### src/rtl/cefl_pkg.sv
// constants shared by the comparator edge-flag block
package cefl_pkg;
    // avalon slave geometry, byte addresses
    localparam int unsigned DATA_W        = 32;
    localparam int unsigned ADDR_W        = 4;
    localparam logic [3:0]  OFS_CTRL      = 4'h0;
    localparam logic [3:0]  OFS_STATUS    = 4'h4;
    localparam logic [3:0]  OFS_CLEAR     = 4'h8;
    localparam logic [3:0]  OFS_IRQ_EN    = 4'hc;
    // comparator_control field positions
    localparam int unsigned CTRL_EN_BIT   = 7;
    localparam int unsigned CTRL_RES_BIT  = 6;
    localparam int unsigned CTRL_RISE_BIT = 5;
    localparam int unsigned CTRL_FALL_BIT = 4;
    localparam int unsigned CTRL_PHYS_LSB = 2;
    localparam int unsigned CTRL_NHYS_LSB = 0;
    localparam int unsigned CTRL_W        = 8;
    localparam int unsigned HYST_W        = 2;
    // event bits of status, clear and enable registers
    localparam int unsigned EV_RISE       = 0;
    localparam int unsigned EV_FALL       = 1;
    localparam int unsigned EV_W          = 2;
    // hysteresis encodings
    localparam logic [1:0]  HYST_OFF      = 2'h0;
    localparam logic [1:0]  HYST_5MV      = 2'h1;
    localparam logic [1:0]  HYST_10MV     = 2'h2;
    localparam logic [1:0]  HYST_20MV     = 2'h3;
    // reset values
    localparam logic        EN_RST        = 1'h0;
    localparam logic [1:0]  HYST_RST      = HYST_OFF;
    localparam logic [1:0]  IRQ_EN_RST    = 2'h0;
    localparam logic        WAIT_RST      = 1'h1;
endpackage

### src/rtl/cefl_sync.sv
// three-stage synchroniser with agreement filter for the comparator output
`timescale 1ns/1ps
`default_nettype none
module cefl_sync
    import cefl_pkg::*;
(
    // clock and reset
    input  wire logic i_core_clk,
    input  wire logic i_rstn,
    // asynchronous level in, filtered level out
    input  wire logic i_async,
    output logic      o_level
);
    logic s1_reg;
    logic s2_reg;
    logic s3_reg;
    logic level_reg;
    wire  agree = (s2_reg == s3_reg);

    always_ff @(posedge i_core_clk or negedge i_rstn) begin
        if (!i_rstn) begin
            s1_reg    <= 1'h0;
            s2_reg    <= 1'h0;
            s3_reg    <= 1'h0;
            level_reg <= 1'h0;
        end else begin
            s1_reg <= i_async;
            s2_reg <= s1_reg;
            s3_reg <= s2_reg;
            if (agree) begin
                level_reg <= s3_reg;
            end
        end
    end

    assign o_level = level_reg;

    property p_sync_agree;
        @(posedge i_core_clk) disable iff (!i_rstn)
        (s2_reg == s3_reg) |=> (level_reg == $past(s3_reg));
    endproperty
    a_sync_agree: assert property (p_sync_agree)
        else $error("filtered level did not follow agreeing stages");

    property p_sync_hold;
        @(posedge i_core_clk) disable iff (!i_rstn)
        (s2_reg != s3_reg) |=> $stable(level_reg);
    endproperty
    a_sync_hold: assert property (p_sync_hold)
        else $error("filtered level moved while stages disagreed");
endmodule
`default_nettype wire

### src/rtl/cefl_edge_flag.sv
// edge detector with a sticky flag, set wins over clear
`timescale 1ns/1ps
`default_nettype none
module cefl_edge_flag
    import cefl_pkg::*;
#(
    parameter logic RISE = 1'h1
)(
    // clock and reset
    input  wire logic i_core_clk,
    input  wire logic i_rstn,
    // level, arming and software clear
    input  wire logic i_level,
    input  wire logic i_arm,
    input  wire logic i_clr,
    // sticky flag and its next value
    output logic      o_flag,
    output logic      o_flag_next
);
    logic prev_reg;
    logic flag_reg;
    // prev tracks even when disarmed, so enabling never fakes an edge
    wire  set = i_arm && (i_level == RISE) && (prev_reg != i_level);

    assign o_flag_next = set | (flag_reg & ~i_clr);

    always_ff @(posedge i_core_clk or negedge i_rstn) begin
        if (!i_rstn) begin
            prev_reg <= 1'h0;
            flag_reg <= 1'h0;
        end else begin
            prev_reg <= i_level;
            flag_reg <= o_flag_next;
        end
    end

    assign o_flag = flag_reg;

    property p_flag_set;
        @(posedge i_core_clk) disable iff (!i_rstn)
        (i_arm && i_level == RISE && prev_reg != RISE) |=> flag_reg;
    endproperty
    a_flag_set: assert property (p_flag_set)
        else $error("edge did not set flag");

    property p_flag_sticky;
        @(posedge i_core_clk) disable iff (!i_rstn)
        (flag_reg && !i_clr) |=> flag_reg;
    endproperty
    a_flag_sticky: assert property (p_flag_sticky)
        else $error("flag dropped without clear");

    property p_flag_clear;
        @(posedge i_core_clk) disable iff (!i_rstn)
        (i_clr && !set) |=> !flag_reg;
    endproperty
    a_flag_clear: assert property (p_flag_clear)
        else $error("clear did not reset flag");

    property p_flag_spurious;
        @(posedge i_core_clk) disable iff (!i_rstn)
        (!flag_reg && !(i_level == RISE && prev_reg != RISE)) |=> !flag_reg;
    endproperty
    a_flag_spurious: assert property (p_flag_spurious)
        else $error("flag set without matching edge");

    property p_set_wins;
        @(posedge i_core_clk) disable iff (!i_rstn)
        (set && i_clr) |=> flag_reg;
    endproperty
    a_set_wins: assert property (p_set_wins)
        else $error("clear beat a same-cycle edge");
endmodule
`default_nettype wire

### src/rtl/cefl_top.sv
// comparator control and edge-flag logic with avalon-mm register slave
//
// Overview of operation
// - result bit reads comparator state, read only
// - control bit 7 enables the comparator
// - rising edge sets sticky flag bit 5
// - falling edge sets sticky flag bit 4
// - bits 3-2 select positive hysteresis to core
// - bits 1-0 select negative hysteresis to core
//
// Decided for this implementation: the register addresses and the Avalon-MM interface to the registers.
`timescale 1ns/1ps
`default_nettype none
module cefl_top
    import cefl_pkg::*;
(
    // clock and reset
    input  wire logic              i_core_clk,
    input  wire logic              i_rstn,
    // avalon-mm slave
    input  wire logic [ADDR_W-1:0] i_address,
    input  wire logic              i_read,
    input  wire logic              i_write,
    input  wire logic [3:0]        i_byteenable,
    input  wire logic [DATA_W-1:0] i_writedata,
    output logic      [DATA_W-1:0] o_readdata,
    output logic                   o_waitrequest,
    // analog core
    input  wire logic              i_cmp_out,
    output logic                   o_cmp_enable,
    output logic      [HYST_W-1:0] o_cmp_pos_hyst_sel,
    output logic      [HYST_W-1:0] o_cmp_neg_hyst_sel,
    // interrupt
    output logic                   o_irq
);
    function automatic logic addr_hit(input logic [ADDR_W-1:0] addr,
                                      input logic [ADDR_W-1:0] ofs);
        addr_hit = (addr == ofs);
    endfunction

    // registers
    logic              wait_reg;
    logic [DATA_W-1:0] rdata_reg;
    logic              en_reg;
    logic [HYST_W-1:0] phys_reg;
    logic [HYST_W-1:0] nhys_reg;
    logic [EV_W-1:0]   ien_reg;
    logic              irq_reg;

    // comparator path
    logic              level;
    logic [EV_W-1:0]   flags;
    logic [EV_W-1:0]   flags_next;
    logic [EV_W-1:0]   flag_clr;

    // address decode
    wire sel_ctrl   = addr_hit(i_address, OFS_CTRL);
    wire sel_status = addr_hit(i_address, OFS_STATUS);
    wire sel_clear  = addr_hit(i_address, OFS_CLEAR);
    wire sel_ien    = addr_hit(i_address, OFS_IRQ_EN);

    // request phases: latch on first edge, complete on second
    wire req        = i_read | i_write;
    wire req_first  = req & wait_reg;
    wire wr_fire    = i_write & ~wait_reg & i_byteenable[0];
    wire ctrl_wr    = wr_fire & sel_ctrl;
    wire clear_wr   = wr_fire & sel_clear;
    wire ien_wr     = wr_fire & sel_ien;

    // comparator result reads low while disabled
    wire cmp_result = en_reg & level;

    // writing 0 to a flag bit of control clears it, as does a 1 to clear
    assign flag_clr[EV_RISE] = (ctrl_wr & ~i_writedata[CTRL_RISE_BIT])
                             | (clear_wr & i_writedata[EV_RISE]);
    assign flag_clr[EV_FALL] = (ctrl_wr & ~i_writedata[CTRL_FALL_BIT])
                             | (clear_wr & i_writedata[EV_FALL]);

    wire [CTRL_W-1:0] ctrl_view = {en_reg, cmp_result, flags[EV_RISE],
                                   flags[EV_FALL], phys_reg, nhys_reg};
    wire [DATA_W-1:0] rdata_next =
        sel_ctrl   ? DATA_W'(ctrl_view) :
        sel_status ? DATA_W'(flags)     :
        sel_ien    ? DATA_W'(ien_reg)   :
        {DATA_W{1'b0}};

    wire irq_next = |(flags_next & ien_reg);

    cefl_sync u_sync (
        .i_core_clk (i_core_clk),
        .i_rstn     (i_rstn),
        .i_async    (i_cmp_out),
        .o_level    (level)
    );

    genvar g;
    generate
        for (g = 0; g < EV_W; g++) begin : g_edge
            cefl_edge_flag #(
                .RISE (g == EV_RISE)
            ) u_flag (
                .i_core_clk  (i_core_clk),
                .i_rstn      (i_rstn),
                .i_level     (level),
                .i_arm       (en_reg),
                .i_clr       (flag_clr[g]),
                .o_flag      (flags[g]),
                .o_flag_next (flags_next[g])
            );
        end
    endgenerate

    // bus handshake
    always_ff @(posedge i_core_clk or negedge i_rstn) begin
        if (!i_rstn) begin
            wait_reg  <= WAIT_RST;
            rdata_reg <= {DATA_W{1'b0}};
        end else begin
            wait_reg <= ~req_first;
            if (req_first && i_read) begin
                rdata_reg <= rdata_next;
            end
        end
    end

    // control fields
    always_ff @(posedge i_core_clk or negedge i_rstn) begin
        if (!i_rstn) begin
            en_reg   <= EN_RST;
            phys_reg <= HYST_RST;
            nhys_reg <= HYST_RST;
        end else if (ctrl_wr) begin
            en_reg   <= i_writedata[CTRL_EN_BIT];
            phys_reg <= i_writedata[CTRL_PHYS_LSB +: HYST_W];
            nhys_reg <= i_writedata[CTRL_NHYS_LSB +: HYST_W];
        end
    end

    // interrupt enable and output
    always_ff @(posedge i_core_clk or negedge i_rstn) begin
        if (!i_rstn) begin
            ien_reg <= IRQ_EN_RST;
            irq_reg <= 1'h0;
        end else begin
            if (ien_wr) begin
                ien_reg <= i_writedata[EV_W-1:0];
            end
            irq_reg <= irq_next;
        end
    end

    assign o_readdata         = rdata_reg;
    assign o_waitrequest      = wait_reg;
    assign o_cmp_enable       = en_reg;
    assign o_cmp_pos_hyst_sel = phys_reg;
    assign o_cmp_neg_hyst_sel = nhys_reg;
    assign o_irq              = irq_reg;

    property p_result_read;
        @(posedge i_core_clk) disable iff (!i_rstn)
        (i_read && !o_waitrequest && sel_ctrl)
            |-> (o_readdata[CTRL_RES_BIT] == $past(cmp_result));
    endproperty
    a_result_read: assert property (p_result_read)
        else $error("result bit does not show comparator state");

    property p_result_off;
        @(posedge i_core_clk) disable iff (!i_rstn)
        (!o_cmp_enable && i_read && o_waitrequest && sel_ctrl)
            |=> (o_readdata[CTRL_RES_BIT] == 1'b0);
    endproperty
    a_result_off: assert property (p_result_off)
        else $error("result bit high while comparator disabled");

    property p_enable_write;
        @(posedge i_core_clk) disable iff (!i_rstn)
        ctrl_wr |=> (o_cmp_enable == $past(i_writedata[CTRL_EN_BIT]));
    endproperty
    a_enable_write: assert property (p_enable_write)
        else $error("enable bit not taken from control write");

    property p_flags_read;
        @(posedge i_core_clk) disable iff (!i_rstn)
        (i_read && o_waitrequest && sel_ctrl)
            |=> (o_readdata[CTRL_RISE_BIT] == $past(flags[EV_RISE]))
             && (o_readdata[CTRL_FALL_BIT] == $past(flags[EV_FALL]));
    endproperty
    a_flags_read: assert property (p_flags_read)
        else $error("flag bits not shown in control read");

    property p_pos_hyst;
        @(posedge i_core_clk) disable iff (!i_rstn)
        ctrl_wr |=> (o_cmp_pos_hyst_sel == $past(i_writedata[3:2]));
    endproperty
    a_pos_hyst: assert property (p_pos_hyst)
        else $error("positive hysteresis not taken from bits 3-2");

    property p_neg_hyst;
        @(posedge i_core_clk) disable iff (!i_rstn)
        ctrl_wr |=> (o_cmp_neg_hyst_sel == $past(i_writedata[1:0]));
    endproperty
    a_neg_hyst: assert property (p_neg_hyst)
        else $error("negative hysteresis not taken from bits 1-0");

    property p_hyst_hold;
        @(posedge i_core_clk) disable iff (!i_rstn)
        !ctrl_wr |=> $stable(o_cmp_pos_hyst_sel) && $stable(o_cmp_neg_hyst_sel);
    endproperty
    a_hyst_hold: assert property (p_hyst_hold)
        else $error("hysteresis changed without control write");

    property p_bus_answer;
        @(posedge i_core_clk) disable iff (!i_rstn)
        (req && o_waitrequest) |=> !o_waitrequest ##1 o_waitrequest;
    endproperty
    a_bus_answer: assert property (p_bus_answer)
        else $error("waitrequest did not drop for exactly one cycle");

    property p_irq_level;
        @(posedge i_core_clk) disable iff (!i_rstn)
        (|(flags & ien_reg)) && $stable(ien_reg) |-> o_irq;
    endproperty
    a_irq_level: assert property (p_irq_level)
        else $error("enabled flag set but interrupt low");

    // read-back views, latched on the first request edge
    property p_status_read;
        @(posedge i_core_clk) disable iff (!i_rstn)
        (i_read && o_waitrequest && sel_status)
            |=> (o_readdata == {{(DATA_W-EV_W){1'b0}}, $past(flags)});
    endproperty
    a_status_read: assert property (p_status_read)
        else $error("status read does not show the flags");

    property p_ctrl_fields;
        @(posedge i_core_clk) disable iff (!i_rstn)
        (i_read && o_waitrequest && sel_ctrl)
            |=> (o_readdata[CTRL_EN_BIT] == $past(en_reg))
             && (o_readdata[CTRL_PHYS_LSB +: HYST_W] == $past(phys_reg))
             && (o_readdata[CTRL_NHYS_LSB +: HYST_W] == $past(nhys_reg))
             && (o_readdata[DATA_W-1:CTRL_W] == {(DATA_W-CTRL_W){1'b0}});
    endproperty
    a_ctrl_fields: assert property (p_ctrl_fields)
        else $error("control read does not show the stored fields");

    // clear is write-only and holes read zero, so software sees no stale data
    property p_hole_read;
        @(posedge i_core_clk) disable iff (!i_rstn)
        (i_read && o_waitrequest && !(sel_ctrl || sel_status || sel_ien))
            |=> (o_readdata == {DATA_W{1'b0}});
    endproperty
    a_hole_read: assert property (p_hole_read)
        else $error("clear or unmapped address read nonzero");

    property p_ien_write;
        @(posedge i_core_clk) disable iff (!i_rstn)
        ien_wr |=> (ien_reg == $past(i_writedata[EV_W-1:0]));
    endproperty
    a_ien_write: assert property (p_ien_write)
        else $error("interrupt enable not taken from write");

    property p_ien_hold;
        @(posedge i_core_clk) disable iff (!i_rstn)
        !ien_wr |=> $stable(ien_reg);
    endproperty
    a_ien_hold: assert property (p_ien_hold)
        else $error("interrupt enable changed without write");

    property p_enable_hold;
        @(posedge i_core_clk) disable iff (!i_rstn)
        !ctrl_wr |=> $stable(o_cmp_enable);
    endproperty
    a_enable_hold: assert property (p_enable_hold)
        else $error("enable changed without control write");

    // an edge seen while disabled must leave no trace
    property p_rise_needs_enable;
        @(posedge i_core_clk) disable iff (!i_rstn)
        (!o_cmp_enable && !flags[EV_RISE]) |=> !flags[EV_RISE];
    endproperty
    a_rise_needs_enable: assert property (p_rise_needs_enable)
        else $error("rise flag set while comparator disabled");

    property p_fall_needs_enable;
        @(posedge i_core_clk) disable iff (!i_rstn)
        (!o_cmp_enable && !flags[EV_FALL]) |=> !flags[EV_FALL];
    endproperty
    a_fall_needs_enable: assert property (p_fall_needs_enable)
        else $error("fall flag set while comparator disabled");

    // irq is a registered image of the flags, never ahead of them
    property p_irq_quiet;
        @(posedge i_core_clk) disable iff (!i_rstn)
        !(|flags) |-> !o_irq;
    endproperty
    a_irq_quiet: assert property (p_irq_quiet)
        else $error("interrupt high with no flag set");

    property p_wait_idle;
        @(posedge i_core_clk) disable iff (!i_rstn)
        !req |=> o_waitrequest;
    endproperty
    a_wait_idle: assert property (p_wait_idle)
        else $error("waitrequest low without a request");
endmodule
`default_nettype wire

### config.mk
export PLATFORM = sky130hd
export DESIGN_NAME = cefl_top
export DESIGN_NICKNAME = d
export VERILOG_FILES = /design/src/rtl/cefl_pkg.sv /design/src/rtl/cefl_sync.sv /design/src/rtl/cefl_edge_flag.sv /design/src/rtl/cefl_top.sv
export SDC_FILE = /design/constraint.sdc
export NUM_CORES = 1
export LEC_CHECK = 0
export ABC_AREA = 0
export BUFFER_PORTS_ARGS = -buffer_cell sky130_fd_sc_hd__buf_2
export CORE_UTILIZATION = 40
export CTS_BUF_LIST = sky130_fd_sc_hd__clkbuf_16
export CTS_CLUSTER_DIAMETER = 30
export DETAILED_ROUTE_END_ITERATION = 6
export PLACE_DENSITY = 0.78
export SLEW_MARGIN = 10
export SYNTH_ARGS = -nofsm -noshare
export SYNTH_HDL_FRONTEND = slang
export SYNTH_HIERARCHICAL = 1
export SYNTH_SLANG_ARGS = --single-unit
### constraint.sdc
create_clock -name i_core_clk -period 1.5 [get_ports i_core_clk]
set_input_delay 0.225 -clock i_core_clk [delete_from_list [all_inputs] [get_ports i_core_clk]]
set_output_delay 0.225 -clock i_core_clk [all_outputs]
set_load 0.1 [all_outputs]
==> results_dict.tcl <==
set metrics [dict create \
    status "complete, but fails checks" \
    violations "DRC" \
    root_buffer "clkbuf_16" \
    place_congestion 0.781 \
    syn-cell-area_sq_um 1230 \
    place_inst 159 \
    period_minus_slack_ps 1470 \
    leakage_nw 0.766 \
    holdWs_ps 69.6 \
    wire_per_inst_microns 12.7 \
    setup_viol 0 \
    largest_reg_flops 8 \
    slowest_delay_ps 620 \
    cts.htree.levels 1 \
    startpoint_type "register" \
    finalHoldViolations 0 \
    tightestPinTransition_ps 539 \
    finalNetCount 179 \
    overflow 0 \
    clock_skew_ps 2.16 \
    cp_cell_sequence "and3b_2 > nand3_2 > mux2_2" \
    drive_above_1_share_pct 42.9 \
    path_clk_slew_ps 60 \
    row_count 19 \
    yosys_warnings 6 \
    core-area_sq_um 2830 \
    drv_slew 0 \
    die_w_microns 57.5 \
    cts_tree "done" \
    grt_pass1_wl_microns 3590 \
    syn_area_per_cell_sq_um 12.2 \
    die-area_sq_um 3300 \
    synthDistinctLibCells 24 \
    syn_inst 101 \
    clk_latency_ps 260 \
    worstPathArrival_ps 1610 \
    critPathRequiredTime_ps 1640 \
    rsz0062_at_grt "true" \
    timing.slew.headroom_pct 64.1 \
    dr.pass1.iters 7 \
    fp.dieH_microns 57.5 \
    port_buffers 31 \
    drc_errors 6 \
    drv_cap 0 \
    fin_crit_sh_pct 98.1 \
    synth.ff_latch_count 25 \
    via_count 794 \
    antenna_found_initial 0 \
    critPathSlowestCell "dfstp_4" \
    crit_fanout 5 \
    drt_wl_total_microns 2080 \
    clockBufferDepth 2 \
    grt_max_degree 26 \
    hpwl_microns 1560 \
    final_util_pct 50.4 \
    hold_path_class "in -> reg" \
    syn2layout_area_growth_pct 15.9 \
    num-fill-cells 253 \
    cp-end-kind "register" \
    fin_cells 164 \
    fin_tns_setup_ps 0 \
    grt_pass1_vias 777 \
    drtAntennaViolNets 0 \
    drt_iter0_markers 17 \
    initial_core_util_pct 43.5 \
    peakVddDrop_uv 861 \
    powerDensity_nw_per_um2 1520 \
    ys_seq_area_share_pct 51.0 \
    grt_usage_pct 14.1 \
    path_class "reg -> reg" \
    antenna_cells 0 \
    numCtsBuffers 3 \
    clock_sinks 25 \
    post_cts_buffers 0 \
    ios 84 \
    viasPerCell 4.84 \
    fmax_ghz 0.679 \
]
==> timing repair <==
item,in CTS,in global routing
resized for setup,0,2
hold buffers,1,0
endpoints found under the setup margin,0,2
hold endpoints to repair,24,0
==> Yosys cell counts <==
cell type / number / area (sq um)
a21bo_2: 2 / 20.0
a21oi_1: 2 / 10.0
a22o_1: 6 / 52.6
a32o_1: 3 / 30.0
and3b_1: 1 / 8.76
and4_4: 1 / 11.3
buf_4: 29 / 218
conb_1: 1 / 3.75
dfrtp_1: 24 / 601
dfstp_2: 1 / 26.3
inv_1: 2 / 7.51
maj3_2: 1 / 11.3
mux2_2: 5 / 56.3
mux2_4: 2 / 30.0
nand2_1: 3 / 11.3
nand3_2: 1 / 10.0
nand3b_4: 1 / 20.0
nor2_1: 6 / 22.5
nor3_1: 2 / 10.0
nor3b_4: 1 / 18.8
o21ai_0: 3 / 15.0
o21ai_2: 1 / 8.76
o22ai_2: 1 / 12.5
or2b_1: 2 / 15.0
==> metrics by stage <==
stage	setup WS (ps)	power [mW]	instance area, sq um
global route	-11.9	2.24	1430
floorplan	-86.0	1.52	1320
CTS	28.3	2.17	1420
finish	27.9	2.16	1430
global placement	63.1	1.56	1330
detailed placement	46.8	1.57	1330
==> worst max-delay path: cells and delay by family, from the launching register on <==
kind,cells,cell delay (ps)
AND/OR/NAND/NOR,2,380
flip-flops,1,620
multiplexers,1,350
==> area by class of cell <==
cell class,count,area (sq um),area share (%)
multi-input cells,68,470,33.0
repair buffers,34,195,13.7
flip-flops and latches,25,631,44.2
clock buffers,3,75.1,5.27
clock inverters,1,7.51,0.527
well taps,31,38.8,2.72
inverters,2,7.51,0.527
==> kinds of logic after synthesis <==
| family | synth area share [%] |
|---|---|
| mux | 7.02 |
| fa+ha+maj | 0.915 |
| compound gates | 12.1 |
| buf+inv | 18.3 |
| flops | 51.0 |
| other cells | 0.305 |
| simple gates | 10.4 |
==> cells in the final DEF (no fill, tap or decap) <==
cell	synthesis	final
buf_2	0	30
conb_1	1	24
dfrtp_1	24	24
a22o_1	6	6
nor2_1	6	5
mux2_2	5	5
o21ai_0	3	3
a32o_1	3	3
clkbuf_16	0	3
nor3_1	2	2
nand2_1	3	2
a21oi_1	2	2
a21bo_2	2	2
or2b_1	2	2
mux2_4	2	2
inv_1	2	2
buf_4	29	2
and3b_2	0	1
nor2_2	0	1
nand2_2	0	1
nand3_2	1	1
and4_4	1	1
nor3b_4	1	1
clkinvlp_4	0	1
o22ai_2	1	1
nand3b_4	1	1
o21ai_2	1	1
dlygate4sd3_1	0	1
dfstp_4	0	1
buf_12	0	1
maj3_2	1	1
==> metal layers <==
| layer | GRT usage [%] | vias up | part of all wire [%] | routed length (microns) |
|---|---|---|---|---|
| met3 | 2.72 | 4 | 5.0 | 105 |
| met2 | 23.6 | 38 | 51 | 1060 |
| met4 | 5.57 | 0 | 0.86 | 18 |
| met5 | 0 | - | 0 | 0 |
| met1 | 18.0 | 386 | 43 | 898 |
| li1 | - | 366 | - | - |
==> power by group <==
part / leakage [nW] / internal [mW] / switching, mW / total, mW
registers: 0.317 / 0.747 / 0.0530 / 0.800
clock network: 0.0371 / 0.362 / 0.235 / 0.596
logic: 0.411 / 0.130 / 0.633 / 0.763
==> worst paths after layout <==
kind / start / to / cells after the start / slack (ps)
worst min-delay path: i_cmp_out / u_sync/s1_reg / 1 / 70
worst max register to register: o_waitrequest / o_cmp_enable / 3 / 30
max in group asynchronous: i_rstn / o_waitrequest / 2 / 650
worst min register to register: u_sync/s1_reg / u_sync/s2_reg / 0 / 350
min in group asynchronous: i_rstn / o_irq / 2 / 480
worst max-delay path: o_waitrequest / o_cmp_enable / 3 / 30
Power figures use the tool's default switching activity.
